## src/core/tmc_pkg.sv

```systemverilog
// Package: register map, field layout and types of the timer mode block
// ----------------------------------------------------------------------------
// Summary of operation
// - Pairing bit 0 with double buffering: each compare register updates alone.
// - Pairing bit 1 with double buffering: updates wait until both pending.
// - Writing 0 to the soft capture bit loads the counter into capture zero.
// - Writing 1 to the soft capture bit does nothing; it always reads 1.
// - Capture timing 00 performs no hardware capture.
// - Capture timing 01 captures into zero on input rising edges only.
// - Capture timing 10: rising edge into zero, falling edge into one.
// - Capture timing 11: match output rising into zero, falling into one.
// - Match clear enable 0 never clears the counter on a match.
// - Match clear enable 1 clears the counter when it equals compare one.
// - Clock select 00 input pin, 01 tap one, 10 tap four, 11 tap sixteen.
// ----------------------------------------------------------------------------
`default_nettype none
package tmc_pkg;
    localparam int TMC_AW = 4;
    localparam logic [TMC_AW-1:0] TMC_MODE_ADDR = 4'h0;
    localparam logic [TMC_AW-1:0] TMC_CTRL_ADDR = 4'h4;
    localparam logic [TMC_AW-1:0] TMC_CMP0_ADDR = 4'h8;
    localparam logic [TMC_AW-1:0] TMC_CMP1_ADDR = 4'hC;
    // Read-only words are reached in a second page
    localparam logic [TMC_AW-1:0] TMC_CNT_ADDR = 4'h0;
    localparam logic [TMC_AW-1:0] TMC_CAP0_ADDR = 4'h4;
    localparam logic [TMC_AW-1:0] TMC_CAP1_ADDR = 4'h8;
    localparam logic [TMC_AW-1:0] TMC_STAT_ADDR = 4'hC;
    localparam int TMC_CLK_LSB = 0;
    localparam int TMC_CLE_BIT = 2;
    localparam int TMC_CPM_LSB = 3;
    localparam int TMC_CP_BIT = 5;
    localparam int TMC_RSWR_BIT = 6;
    localparam int TMC_RUN_BIT = 0;
    localparam int TMC_PRUN_BIT = 1;
    localparam int TMC_WBF_BIT = 2;
    localparam logic [1:0] TMC_TAP4_LAST = 2'h3;
    localparam logic [3:0] TMC_TAP16_LAST = 4'hF;

    typedef enum logic [1:0] {
        TMC_CK_PIN = 2'h0,
        TMC_CK_T1 = 2'h1,
        TMC_CK_T4 = 2'h2,
        TMC_CK_T16 = 2'h3
    } tmc_clk_sel_t;

    typedef enum logic [1:0] {
        TMC_CP_OFF = 2'h0,
        TMC_CP_IN_RISE = 2'h1,
        TMC_CP_IN_BOTH = 2'h2,
        TMC_CP_OUT_BOTH = 2'h3
    } tmc_cap_sel_t;

    typedef struct packed {
        logic compare_write_pairing;
        tmc_cap_sel_t capture_timing_select;
        logic match_clear_enable;
        tmc_clk_sel_t count_clock_select;
    } tmc_mode_t;

    localparam tmc_mode_t TMC_MODE_RST = '{1'b0, TMC_CP_OFF, 1'b0, TMC_CK_PIN};

    typedef struct packed {
        logic rise;
        logic fall;
        logic level;
    } tmc_edge_t;
endpackage : tmc_pkg
`default_nettype wire

```

## src/core/tmc_pin_sync.sv

```systemverilog
// Three-stage pin synchroniser with edge detection
`timescale 1ns/1ns
`default_nettype none
module tmc_pin_sync
    import tmc_pkg::*;
(
    input wire logic clk_i,
    input wire logic rst_i,
    input wire logic pin_i,
    output tmc_edge_t edge_o
);
    logic [2:0] sync_q;
    logic [2:0] sync_d;
    logic level_q;
    logic level_d;

    always_comb begin
        sync_d = {sync_q[1:0], pin_i};
        level_d = level_q;
        if (sync_q[2] == sync_q[1]) begin
            level_d = sync_q[1];
        end
    end

    always_ff @(posedge clk_i) begin
        if (rst_i) begin
            sync_q <= 3'h0;
            level_q <= 1'b0;
        end else begin
            sync_q <= sync_d;
            level_q <= level_d;
        end
    end

    assign edge_o.rise = level_d & ~level_q;
    assign edge_o.fall = ~level_d & level_q;
    assign edge_o.level = level_q;
endmodule : tmc_pin_sync
`default_nettype wire

```

## src/core/tmc_timer.sv

```systemverilog
// Timer channel: mode register, counter, compare and capture logic
`timescale 1ns/1ns
`default_nettype none
module tmc_timer
    import tmc_pkg::*;
#(
    parameter int CNT_W = 16
) (
    input wire logic clk_i,
    input wire logic rst_i,
    input wire logic [31:0] adr_i,
    input wire logic [31:0] dat_i,
    output logic [31:0] dat_o,
    input wire logic we_i,
    input wire logic [3:0] sel_i,
    input wire logic cyc_i,
    input wire logic stb_i,
    output logic ack_o,
    output logic err_o,
    input wire logic timer_input_pin_i,
    output logic match_output_o
);
    initial begin
        if (CNT_W < 2 || CNT_W > 32) begin
            $error("CNT_W out of range");
        end
    end

    // ------------------------------------------------------------------
    // Bus decode
    // ------------------------------------------------------------------
    logic ack_q, ack_d, err_q, err_d;
    logic [31:0] rdat_q, rdat_d;
    tmc_mode_t mode_q, mode_d;
    logic run_q, run_d, prun_q, prun_d, wbf_q, wbf_d;
    logic [CNT_W-1:0] cmp0_q, cmp0_d, cmp1_q, cmp1_d;
    logic [CNT_W-1:0] buf0_q, buf0_d, buf1_q, buf1_d;
    logic pend0_q, pend0_d, pend1_q, pend1_d;
    logic [CNT_W-1:0] cnt_q, cnt_d, cap0_q, cap0_d, cap1_q, cap1_d;
    logic [3:0] pre_q, pre_d;
    logic out_q, out_d, out_prev_q;
    tmc_edge_t pin_e;

    function automatic logic hit(input logic [31:0] a,
                                 input logic page,
                                 input logic [TMC_AW-1:0] off);
        hit = (a[TMC_AW] == page) && (a[TMC_AW-1:0] == off) &&
              (a[31:TMC_AW+1] == '0);
    endfunction : hit

    logic req, wr, rd, wr_mode, wr_ctrl, wr_cmp0, wr_cmp1, mapped;
    assign req = cyc_i & stb_i & ~ack_q & ~err_q;
    assign wr_mode = req & we_i & sel_i[0] & hit(adr_i, 1'b0, TMC_MODE_ADDR);
    assign wr_ctrl = req & we_i & sel_i[0] & hit(adr_i, 1'b0, TMC_CTRL_ADDR);
    assign wr_cmp0 = req & we_i & hit(adr_i, 1'b0, TMC_CMP0_ADDR);
    assign wr_cmp1 = req & we_i & hit(adr_i, 1'b0, TMC_CMP1_ADDR);
    assign mapped = hit(adr_i, 1'b0, TMC_MODE_ADDR) |
                    hit(adr_i, 1'b0, TMC_CTRL_ADDR) |
                    hit(adr_i, 1'b0, TMC_CMP0_ADDR) |
                    hit(adr_i, 1'b0, TMC_CMP1_ADDR) |
                    (~we_i & (hit(adr_i, 1'b1, TMC_CNT_ADDR) |
                              hit(adr_i, 1'b1, TMC_CAP0_ADDR) |
                              hit(adr_i, 1'b1, TMC_CAP1_ADDR) |
                              hit(adr_i, 1'b1, TMC_STAT_ADDR)));
    assign wr = req & we_i;
    assign rd = req & ~we_i;

    function automatic logic [CNT_W-1:0] merge(input logic [CNT_W-1:0] old,
                                               input logic [31:0] d,
                                               input logic [3:0] s);
        logic [31:0] w;
        w = 32'(old);
        for (int i = 0; i < 4; i++) begin
            if (s[i]) begin
                w[8*i +: 8] = d[8*i +: 8];
            end
        end
        merge = w[CNT_W-1:0];
    endfunction : merge

    always_comb begin
        ack_d = req & mapped;
        err_d = req & ~mapped;
        rdat_d = 32'h0;
        if (rd) begin
            if (hit(adr_i, 1'b0, TMC_MODE_ADDR)) begin
                rdat_d = 32'({mode_q.compare_write_pairing, 1'b0, mode_q[4:0]});
                rdat_d[TMC_CP_BIT] = 1'b1;
            end else if (hit(adr_i, 1'b0, TMC_CTRL_ADDR)) begin
                rdat_d[TMC_RUN_BIT] = run_q;
                rdat_d[TMC_PRUN_BIT] = prun_q;
                rdat_d[TMC_WBF_BIT] = wbf_q;
            end else if (hit(adr_i, 1'b0, TMC_CMP0_ADDR)) begin
                rdat_d = 32'(cmp0_q);
            end else if (hit(adr_i, 1'b0, TMC_CMP1_ADDR)) begin
                rdat_d = 32'(cmp1_q);
            end else if (hit(adr_i, 1'b1, TMC_CNT_ADDR)) begin
                rdat_d = 32'(cnt_q);
            end else if (hit(adr_i, 1'b1, TMC_CAP0_ADDR)) begin
                rdat_d = 32'(cap0_q);
            end else if (hit(adr_i, 1'b1, TMC_CAP1_ADDR)) begin
                rdat_d = 32'(cap1_q);
            end else if (hit(adr_i, 1'b1, TMC_STAT_ADDR)) begin
                rdat_d = {29'h0, pend1_q, pend0_q, out_q};
            end
        end
    end

    // ------------------------------------------------------------------
    // Mode, control and compare registers
    // ------------------------------------------------------------------
    logic upd0, upd1, cnt_tick;

    always_comb begin
        mode_d = mode_q;
        run_d = run_q;
        prun_d = prun_q;
        wbf_d = wbf_q;
        if (wr_mode) begin
            mode_d = tmc_mode_t'({dat_i[TMC_RSWR_BIT],
                                  dat_i[TMC_CPM_LSB +: 2],
                                  dat_i[TMC_CLE_BIT],
                                  dat_i[TMC_CLK_LSB +: 2]});
        end
        if (wr_ctrl) begin
            run_d = dat_i[TMC_RUN_BIT];
            prun_d = dat_i[TMC_PRUN_BIT];
            wbf_d = dat_i[TMC_WBF_BIT];
        end
    end

    // Buffered compare values move on counter clear (period end)
    logic period_end;
    always_comb begin
        cmp0_d = cmp0_q;
        cmp1_d = cmp1_q;
        buf0_d = buf0_q;
        buf1_d = buf1_q;
        pend0_d = pend0_q;
        pend1_d = pend1_q;
        upd0 = 1'b0;
        upd1 = 1'b0;
        if (wbf_q) begin
            if (mode_q.compare_write_pairing) begin
                upd0 = period_end & pend0_q & pend1_q;
                upd1 = upd0;
            end else begin
                upd0 = period_end & pend0_q;
                upd1 = period_end & pend1_q;
            end
        end
        if (upd0) begin
            cmp0_d = buf0_q;
            pend0_d = 1'b0;
        end
        if (upd1) begin
            cmp1_d = buf1_q;
            pend1_d = 1'b0;
        end
        if (wr_cmp0) begin
            if (wbf_q) begin
                buf0_d = merge(buf0_q, dat_i, sel_i);
                pend0_d = 1'b1;
            end else begin
                cmp0_d = merge(cmp0_q, dat_i, sel_i);
            end
        end
        if (wr_cmp1) begin
            if (wbf_q) begin
                buf1_d = merge(buf1_q, dat_i, sel_i);
                pend1_d = 1'b1;
            end else begin
                cmp1_d = merge(cmp1_q, dat_i, sel_i);
            end
        end
    end

    // ------------------------------------------------------------------
    // Prescaler, counter, match output and captures
    // ------------------------------------------------------------------
    tmc_pin_sync u_sync (
        .clk_i(clk_i),
        .rst_i(rst_i),
        .pin_i(timer_input_pin_i),
        .edge_o(pin_e)
    );

    logic match0, match1, soft_cap, out_rise, out_fall;
    assign match0 = run_q & cnt_tick & (cnt_q == cmp0_q);
    assign match1 = run_q & cnt_tick & (cnt_q == cmp1_q);
    assign period_end = match1 & mode_q.match_clear_enable;
    assign soft_cap = wr_mode & ~dat_i[TMC_CP_BIT];
    assign out_rise = out_q & ~out_prev_q;
    assign out_fall = ~out_q & out_prev_q;

    always_comb begin
        pre_d = prun_q ? 4'(pre_q + 4'h1) : 4'h0;
        case (mode_q.count_clock_select)
            TMC_CK_PIN: cnt_tick = pin_e.rise;
            TMC_CK_T1: cnt_tick = prun_q;
            TMC_CK_T4: cnt_tick = prun_q & (pre_q[1:0] == TMC_TAP4_LAST);
            TMC_CK_T16: cnt_tick = prun_q & (pre_q == TMC_TAP16_LAST);
            default: cnt_tick = 1'b0;
        endcase
        cnt_d = cnt_q;
        if (!run_q) begin
            cnt_d = '0;
        end else if (cnt_tick) begin
            cnt_d = period_end ? '0 : CNT_W'(cnt_q + 1'b1);
        end
        out_d = out_q;
        if (match0) begin
            out_d = 1'b1;
        end else if (match1) begin
            out_d = 1'b0;
        end
        cap0_d = cap0_q;
        cap1_d = cap1_q;
        if (soft_cap) begin
            cap0_d = cnt_q;
        end
        case (mode_q.capture_timing_select)
            TMC_CP_IN_RISE: begin
                if (pin_e.rise) cap0_d = cnt_q;
            end
            TMC_CP_IN_BOTH: begin
                if (pin_e.rise) cap0_d = cnt_q;
                if (pin_e.fall) cap1_d = cnt_q;
            end
            TMC_CP_OUT_BOTH: begin
                if (out_rise) cap0_d = cnt_q;
                if (out_fall) cap1_d = cnt_q;
            end
            default: ;
        endcase
    end

    always_ff @(posedge clk_i) begin
        if (rst_i) begin
            ack_q <= 1'b0;
            err_q <= 1'b0;
            rdat_q <= 32'h0;
            mode_q <= TMC_MODE_RST;
            run_q <= 1'b0;
            prun_q <= 1'b0;
            wbf_q <= 1'b0;
            cmp0_q <= '0;
            cmp1_q <= '0;
            buf0_q <= '0;
            buf1_q <= '0;
            pend0_q <= 1'b0;
            pend1_q <= 1'b0;
            cnt_q <= '0;
            cap0_q <= '0;
            cap1_q <= '0;
            pre_q <= 4'h0;
            out_q <= 1'b0;
            out_prev_q <= 1'b0;
        end else begin
            ack_q <= ack_d;
            err_q <= err_d;
            rdat_q <= rdat_d;
            mode_q <= mode_d;
            run_q <= run_d;
            prun_q <= prun_d;
            wbf_q <= wbf_d;
            cmp0_q <= cmp0_d;
            cmp1_q <= cmp1_d;
            buf0_q <= buf0_d;
            buf1_q <= buf1_d;
            pend0_q <= pend0_d;
            pend1_q <= pend1_d;
            cnt_q <= cnt_d;
            cap0_q <= cap0_d;
            cap1_q <= cap1_d;
            pre_q <= pre_d;
            out_q <= out_d;
            out_prev_q <= out_q;
        end
    end

    assign ack_o = ack_q;
    assign err_o = err_q;
    assign dat_o = rdat_q;
    assign match_output_o = out_q;
endmodule : tmc_timer
`default_nettype wire

```

## config.mk

```make
export PLATFORM = sky130hd
export DESIGN_NAME = tmc_timer
export DESIGN_NICKNAME = d
export VERILOG_FILES = /design/src/core/tmc_pkg.sv /design/src/core/tmc_pin_sync.sv /design/src/core/tmc_timer.sv
export SDC_FILE = /design/constraint.sdc
export NUM_CORES = 1
export LEC_CHECK = 0
export BUFFER_PORTS_ARGS = -buffer_cell sky130_fd_sc_hd__buf_2
export CELL_PAD_IN_SITES_DETAIL_PLACEMENT = 1
export CELL_PAD_IN_SITES_GLOBAL_PLACEMENT = 1
export CORE_MARGIN = 3
export CORE_UTILIZATION = 45
export CTS_BUF_LIST = sky130_fd_sc_hd__clkbuf_4 sky130_fd_sc_hd__clkbuf_8
export DETAILED_ROUTE_END_ITERATION = 7
export GPL_TIMING_DRIVEN = 0
export PLACE_DENSITY = 0.92
export SYNTH_ARGS = -nofsm -noshare
export SYNTH_HDL_FRONTEND = slang
export SYNTH_SLANG_ARGS = --single-unit
```

## constraint.sdc

```tcl
create_clock -name clk_i -period 5.2 [get_ports clk_i]
set_clock_uncertainty 0.05 [all_clocks]
set_input_delay 0.78 -clock clk_i [delete_from_list [all_inputs] [get_ports clk_i]]
set_output_delay 0.78 -clock clk_i [all_outputs]
set_load 0.1 [all_outputs]
```

==> Word-level counts from Yosys, hierarchy flattened <==
Cells that the tools add are included.
{ "totals": {"regBits": 167, "output_inout_bits": 35} }
{ "classes": {"add_sub_neg": 2, "eq_ne": 20, "muxes": 39, "n_bitwise": 47, "reduce_logical": 32} }
{ "ops": {"columns": ["cell", "count"], "rows": [
  ["$mux 16", 17],
  ["$pmux 16 s2", 2],
  ["$eq 16x16->1", 2],
  ["$and 1x1->1", 27],
  ["$logic_not 27->1", 1],
  ["$add 16x1->16 const B", 1],
  ["$logic_and 1x1->1", 16],
  ["$mux 8", 2],
  ["$reduce_and 3->1", 5],
  ["$mux 1", 13],
  ["$not 1->1", 13],
  ["$eq 4x4->1 const B", 3],
  ["$ne 3x3->1 const B", 4],
  ["$eq 2x2->1 const B", 5],
  ["$reduce_or 9->1", 1],
  ["$reduce_or 2->1", 4],
  ["$mux 7", 1],
  ["$or 1x1->1", 7],
  ["$mux 3", 2],
  ["$add 4x1->4 const B", 1],
  ["$eq 2x1->1 const B", 2],
  ["$eq 4x3->1 const B", 1],
  ["$logic_not 4->1", 1],
  ["$mux 4", 1],
  ["other kinds (6)", 8]
]} }

==> Depth between registers and ports, before layout <==
{ "logic_depth": {"ltp_word": 14, "mapped_depth": 10, "ltp_nobuf": 8} }

==> Cells and area by module <==
A second synthesis with hierarchy kept.
{ "hier_totals": {"cells_unflattened": 872, "area_unflattened_um2": 7808.7} }
{ "modules_own_cells": {"columns": ["module", "instances", "cells_per_inst", "area_per_inst_um2"], "rows": [
  ["tmc_timer", 1, 858, 7673.6],
  ["tmc_pin_sync", 1, 14, 135.1]
]} }

==> Worst setup path after synthesis <==
No wires, ideal clock.
{ "synth_timing": {"path_type": "input -> register", "start": "input adr_i[23]", "end": "register buf0_q[0]", "t_arrival_ns": 2.430, "t_required_ns": 5.022, "slack_ns": 2.592, "cell_stages": 7, "path_buffers": 1, "path_cell_list": "nor4_1 > nand2_1 > buf_2 > nor4_4 > nand4_2 > mux2i_1 > nor2_1"} }
{ "synth_via": {"elab_chain_cells": 4} }
{ "synth_lines": {"columns": ["item", "line", "rtl"], "rows": [
  ["start: declaration", "tmc_timer.sv:11", "input wire logic [31:0] adr_i,"],
  ["$logic_not 27->1", "tmc_timer.sv:48", "(a[31:TMC_AW+1] == '0);"],
  ["$logic_and 1x1->1", "tmc_timer.sv:47", "hit = (a[TMC_AW] == page) && (a[TMC_AW-1:0] == off) &&"],
  ["$and 1x1->1", "tmc_timer.sv:55", "assign wr_cmp0 = req & we_i & hit(adr_i, 1'b0, TMC_CMP0_ADDR);"],
  ["$reduce_and 3->1 (no source line)", null, null],
  ["end signal: assignment", "tmc_timer.sv:269", "buf0_q <= buf0_d;"],
  ["end: declaration", "tmc_timer.sv:37", "logic [CNT_W-1:0] buf0_q, buf0_d, buf1_q, buf1_d;"]
]} }
No other way between the ends.
A chain may end at the register's enable or synchronous reset.

==> Final worst setup path <==
{ "layout_timing": {"start": "register u_sync.level_q", "end": "register cmp0_q[10]"} }
{ "layout_via": {"elab_chain_cells": 13, "word_cells_on_any_way": 14, "cone_classes": "mux: 7; bitwise: 7"} }
{ "layout_lines": {"columns": ["item", "line", "rtl"], "rows": [
  ["start: declaration", "tmc_pin_sync.sv:14", "logic level_q;"],
  ["start signal: assignment", "tmc_pin_sync.sv:31", "level_q <= level_d;"],
  ["$mux 1 or $not 1->1 (tied branches)", "tmc_pin_sync.sv:20, tmc_pin_sync.sv:35", null],
  ["$and 1x1->1 (*)", "tmc_pin_sync.sv:35", "assign edge_o.rise = level_d & ~level_q;"],
  ["$pmux 1 s4 (*)", "tmc_timer.sv:198", "case (mode_q.count_clock_select)"],
  ["$and 1x1->1 (*) (2 in series)", "tmc_timer.sv:190", "assign match1 = run_q & cnt_tick & (cnt_q == cmp1_q);"],
  ["$and 1x1->1 (*)", "tmc_timer.sv:191", "assign period_end = match1 & mode_q.match_clear_enable;"],
  ["$and 1x1->1 (*)", "tmc_timer.sv:145, tmc_timer.sv:148", null],
  ["$and 1x1->1", "tmc_timer.sv:145", "upd0 = period_end & pend0_q & pend1_q;"],
  ["$mux 1 (*)", "tmc_timer.sv:144", "if (mode_q.compare_write_pairing) begin"],
  ["$mux 1 (*)", "tmc_timer.sv:143", "if (wbf_q) begin"],
  ["$mux 16 (*)", "tmc_timer.sv:152", "if (upd0) begin"],
  ["$mux 16", "tmc_timer.sv:161", "if (wbf_q) begin"],
  ["$mux 16 (*)", "tmc_timer.sv:160", "if (wr_cmp0) begin"],
  ["end signal: assignment", "tmc_timer.sv:267", "cmp0_q <= cmp0_d;"],
  ["end: declaration", "tmc_timer.sv:36", "logic [CNT_W-1:0] cmp0_q, cmp0_d, cmp1_q, cmp1_d;"]
]} }
Mark *: on every way between the ends. The rest lies on a longest branch, timed or not.

==> results.md <==
- Initial Util: 0.463
- Placed cells: about 1200
- Drt wl/cell: 21.8 µm
- Drt pass-1 iters: 7
- Max incr delay on CP: 0.91 ns
- Fillers: 2086
- Worst Path Required: roughly 5.5 ns
- DP Worst Slack: ~1.7 ns
- Area contributors post-synth: dfxtp_1 37%, mux2i_1 11%, nor2_1 4.8%
- Commonest cells in the netlist: 151 x dfxtp_1, 103 x nor2_1, 90 x mux2i_1
- Vias in the first global route: 7912
- Crit start category: flop
- Synth unique cells: 62
- Seq pwr share: 0.483
- Min Tclk post-route: ~3.2 ns
- Relative slew slack: 0.194
- Row count: between 40 and 50
- Yosys warns: 0
- Setup TNS: 0 ns
- Fmax achieved: between 0.3 and 0.4 GHz
- Die height: approximately 140 µm
- Post-CTS setup buffer count: 0
- CTS tree: done
- Max-slew violations: 0
- Leakage: 4.03 nW
- Max Buffers Root-to-Sink: 2
- CTS HTree Levels: 4
- Yosys reg bits: around 150
- First-pass GRT wire length: 43.6 mm
- Fin util: 0.530
- Worst setup margin: 2.04 ns
- Largest net degree at the start of global routing: 17
- Worst Hold Margin: 0.396 ns
- TritonCTS Sinks: between 150 and 200
- Hold buffer count at CTS: 0
- Switching portion of total power: 0.243
- Area leader, netlist: dfxtp_1
- Global routing usage on met2: 0.484
- Diode count: 0
- Initial antenna violation count: 0
- Endpoints failing setup: 0
- Vias per cell: between 6 and 7
- Mean post-synth cell area: approximately 8.8 µm²
- Most used DFF post-synth: dfxtp_1
- Port Buffers: 70
- DIE AREA: ~0.02 mm²
- Cts repair resizes: 0
- Met1 usage in global routing: 0.337
- Mapped Area: a little over 0.008 mm²
- Part of the power in combinational logic: 0.074
- Status: finished clean
- Hold Crit Class: flop to flop
- Clock slew at reported path FFs: about 0.08 ns
- RSZ-0062 raised after global routing: no
- Flip-flop and latch area: 0.00302 mm²
- Sequential-to-total area share from yosys stat: 0.375
- Share of cells above drive strength 1: 0.194
- CTS Buf Count: 17
- Root buf cell: clkbuf_8
- Worst VDD drop: 200 µV
- Top Ports: roughly 110
- Asr flop ratio synth: 0
- Final Hold Vio Count: 0
- Dpl hpwl: 19.8 mm
- Critical path class: flop to flop
- PD cells: 259 mW/mm²
- Via count: approximately 7600
- DRT Wirelength: between 20 and 30 mm
- Post-synth top area share: 0.375
- Crit end category: flop
- GRT met3 Usage: 0.0498
- Post-Layout Cell Count: 1255
- CP arrival: ~3.5 ns
- Top-count cell post-synth: dfxtp_1
- Core Area: 0.0174 mm²
- Die W: 140 µm
- Grt peak-use layer: met2
- Number of enable flip-flop cells after synthesis: 0
- Mapped Cells: ~910
- CP max FO: 10
- Clock share of power: 0.442
- GPL Wtd Cong: ~0.95
- Tcrit/Tclk final: 0.608
- DRT iter0 DRCs: 670
- Slowest stage cell on the critical path: o31ai_1
- Remaining DRCs: 0
- Worst skew pair latency: 0.47 ns
- Cell internal pwr: around 1.8 mW
- MaxCap Viol Count: 0
- Crit-path cells: nand3b_1 > o31ai_1 > or2_2 > clkbuf_1 > a31oi_1 > o21a_1
- Layout area overhead: 14.3%
- Net Sw Power: a little under 0.6 mW
- Fin nets: approximately 1100
- Least-Margin Pin Slew: ~1.2 ns
- Area of the multi-input gates: roughly 0.0046 mm²
- Global Route Usage Sum: 0.280
- Total grt overflow: 0
- Post-route antenna net violation count: 0
worst paths after layout:
kind	from	to	slack [ns]	depth (start not counted)
setup / recovery	u_sync.level_q	cmp0_q[10]	2.04	6
setup reg to reg	u_sync.level_q	cmp0_q[10]	2.04	6
hold reg to reg	u_sync.sync_q[0]	u_sync.sync_q[1]	0.40	1
hold / removal	u_sync.sync_q[0]	u_sync.sync_q[1]	0.40	1
worst max-delay path: cells and delay by family, from the launching register on:
family          cells  cell delay [ns]
simple gates        2             0.54
buf+inv             1             0.44
flops               1             0.33
compound gates      3             1.69
cells by family after synthesis:
family          after synthesis  synth area share
flops                       151             0.375
other cells                   1          0.000465
simple gates                349             0.233
fa+ha+maj                     5           0.00775
mux                         113             0.146
xor+xnor                     48            0.0521
compound gates              152             0.126
buf+inv                      94            0.0597
final cells by class:
type / instances / share of cell area
multi-input combinational: 683 / 0.501
sequential: 151 / 0.328
buffer: 82 / 0.0473
timing repair buffer: 70 / 0.0380
clock buffer: 25 / 0.0359
tap: 225 / 0.0305
clock inverter: 7 / 0.0149
inverter: 12 / 0.00488
sequential cells by signal, indices dropped and copies added, names as in the netlist:
signal / flops
out_prev_q: 1
mode_q: 6
u_sync.sync_q: 3
u_sync.level_q: 1
pend0_q: 1
err_o: 1
prun_q: 1
pend1_q: 1
cmp0_q: 16
cap0_q: 16
cmp1_q: 16
cap1_q: 16
buf1_q: 16
cnt_q: 16
run_q: 1
ack_o: 1
dat_o: 16
match_output_o: 1
wbf_q: 1
pre_q: 4
buf0_q: 16
routing by layer:
metal | share of wire | vias up
met1 | 0.40 | 3741
met2 | 0.49 | 311
met4 | 0.046 | 0
li1 | - | 3406
met5 | 0 | -
met3 | 0.056 | 97
placed cells by master, fill, tap and decap left out, drive strengths merged, types with 4 or more instances in the layout:
master and n:
a211oi 20, a21o 21, a21oi 55, a221oi 16, a31oi 4, a41oi 4
and2 4, and3 7, buf 120, bufinv 4, clkbuf 57, conb 16
dfxtp 151, ha 5, inv 12, mux2 21, mux2i 90, nand2 88
nand2b 8, nand3 16, nand3b 5, nand4 22, nor2 104, nor2b 23
nor3 40, nor4 19, o21a 8, o21ai 8, xnor2 24, xor2 24
power by group through the flow:
stage / clock network (mW) / logic, mW / registers [mW]
floorplan: 0 / 0.113 / 1.19
global placement: 0 / 0.167 / 1.18
detailed placement: 0 / 0.172 / 1.18
CTS: 1.06 / 0.174 / 1.16
global route: 1.11 / 0.186 / 1.16
finish: 1.06 / 0.177 / 1.16
metrics by stage:
step	total power, mW	instance area [µm²]
floorplan	1.30	8130
global placement	1.35	8760
detailed placement	1.36	8760
CTS	2.39	9230
global route	2.46	9230
finish	2.39	9230
No activity file was read; power rests on OpenSTA's default activity.
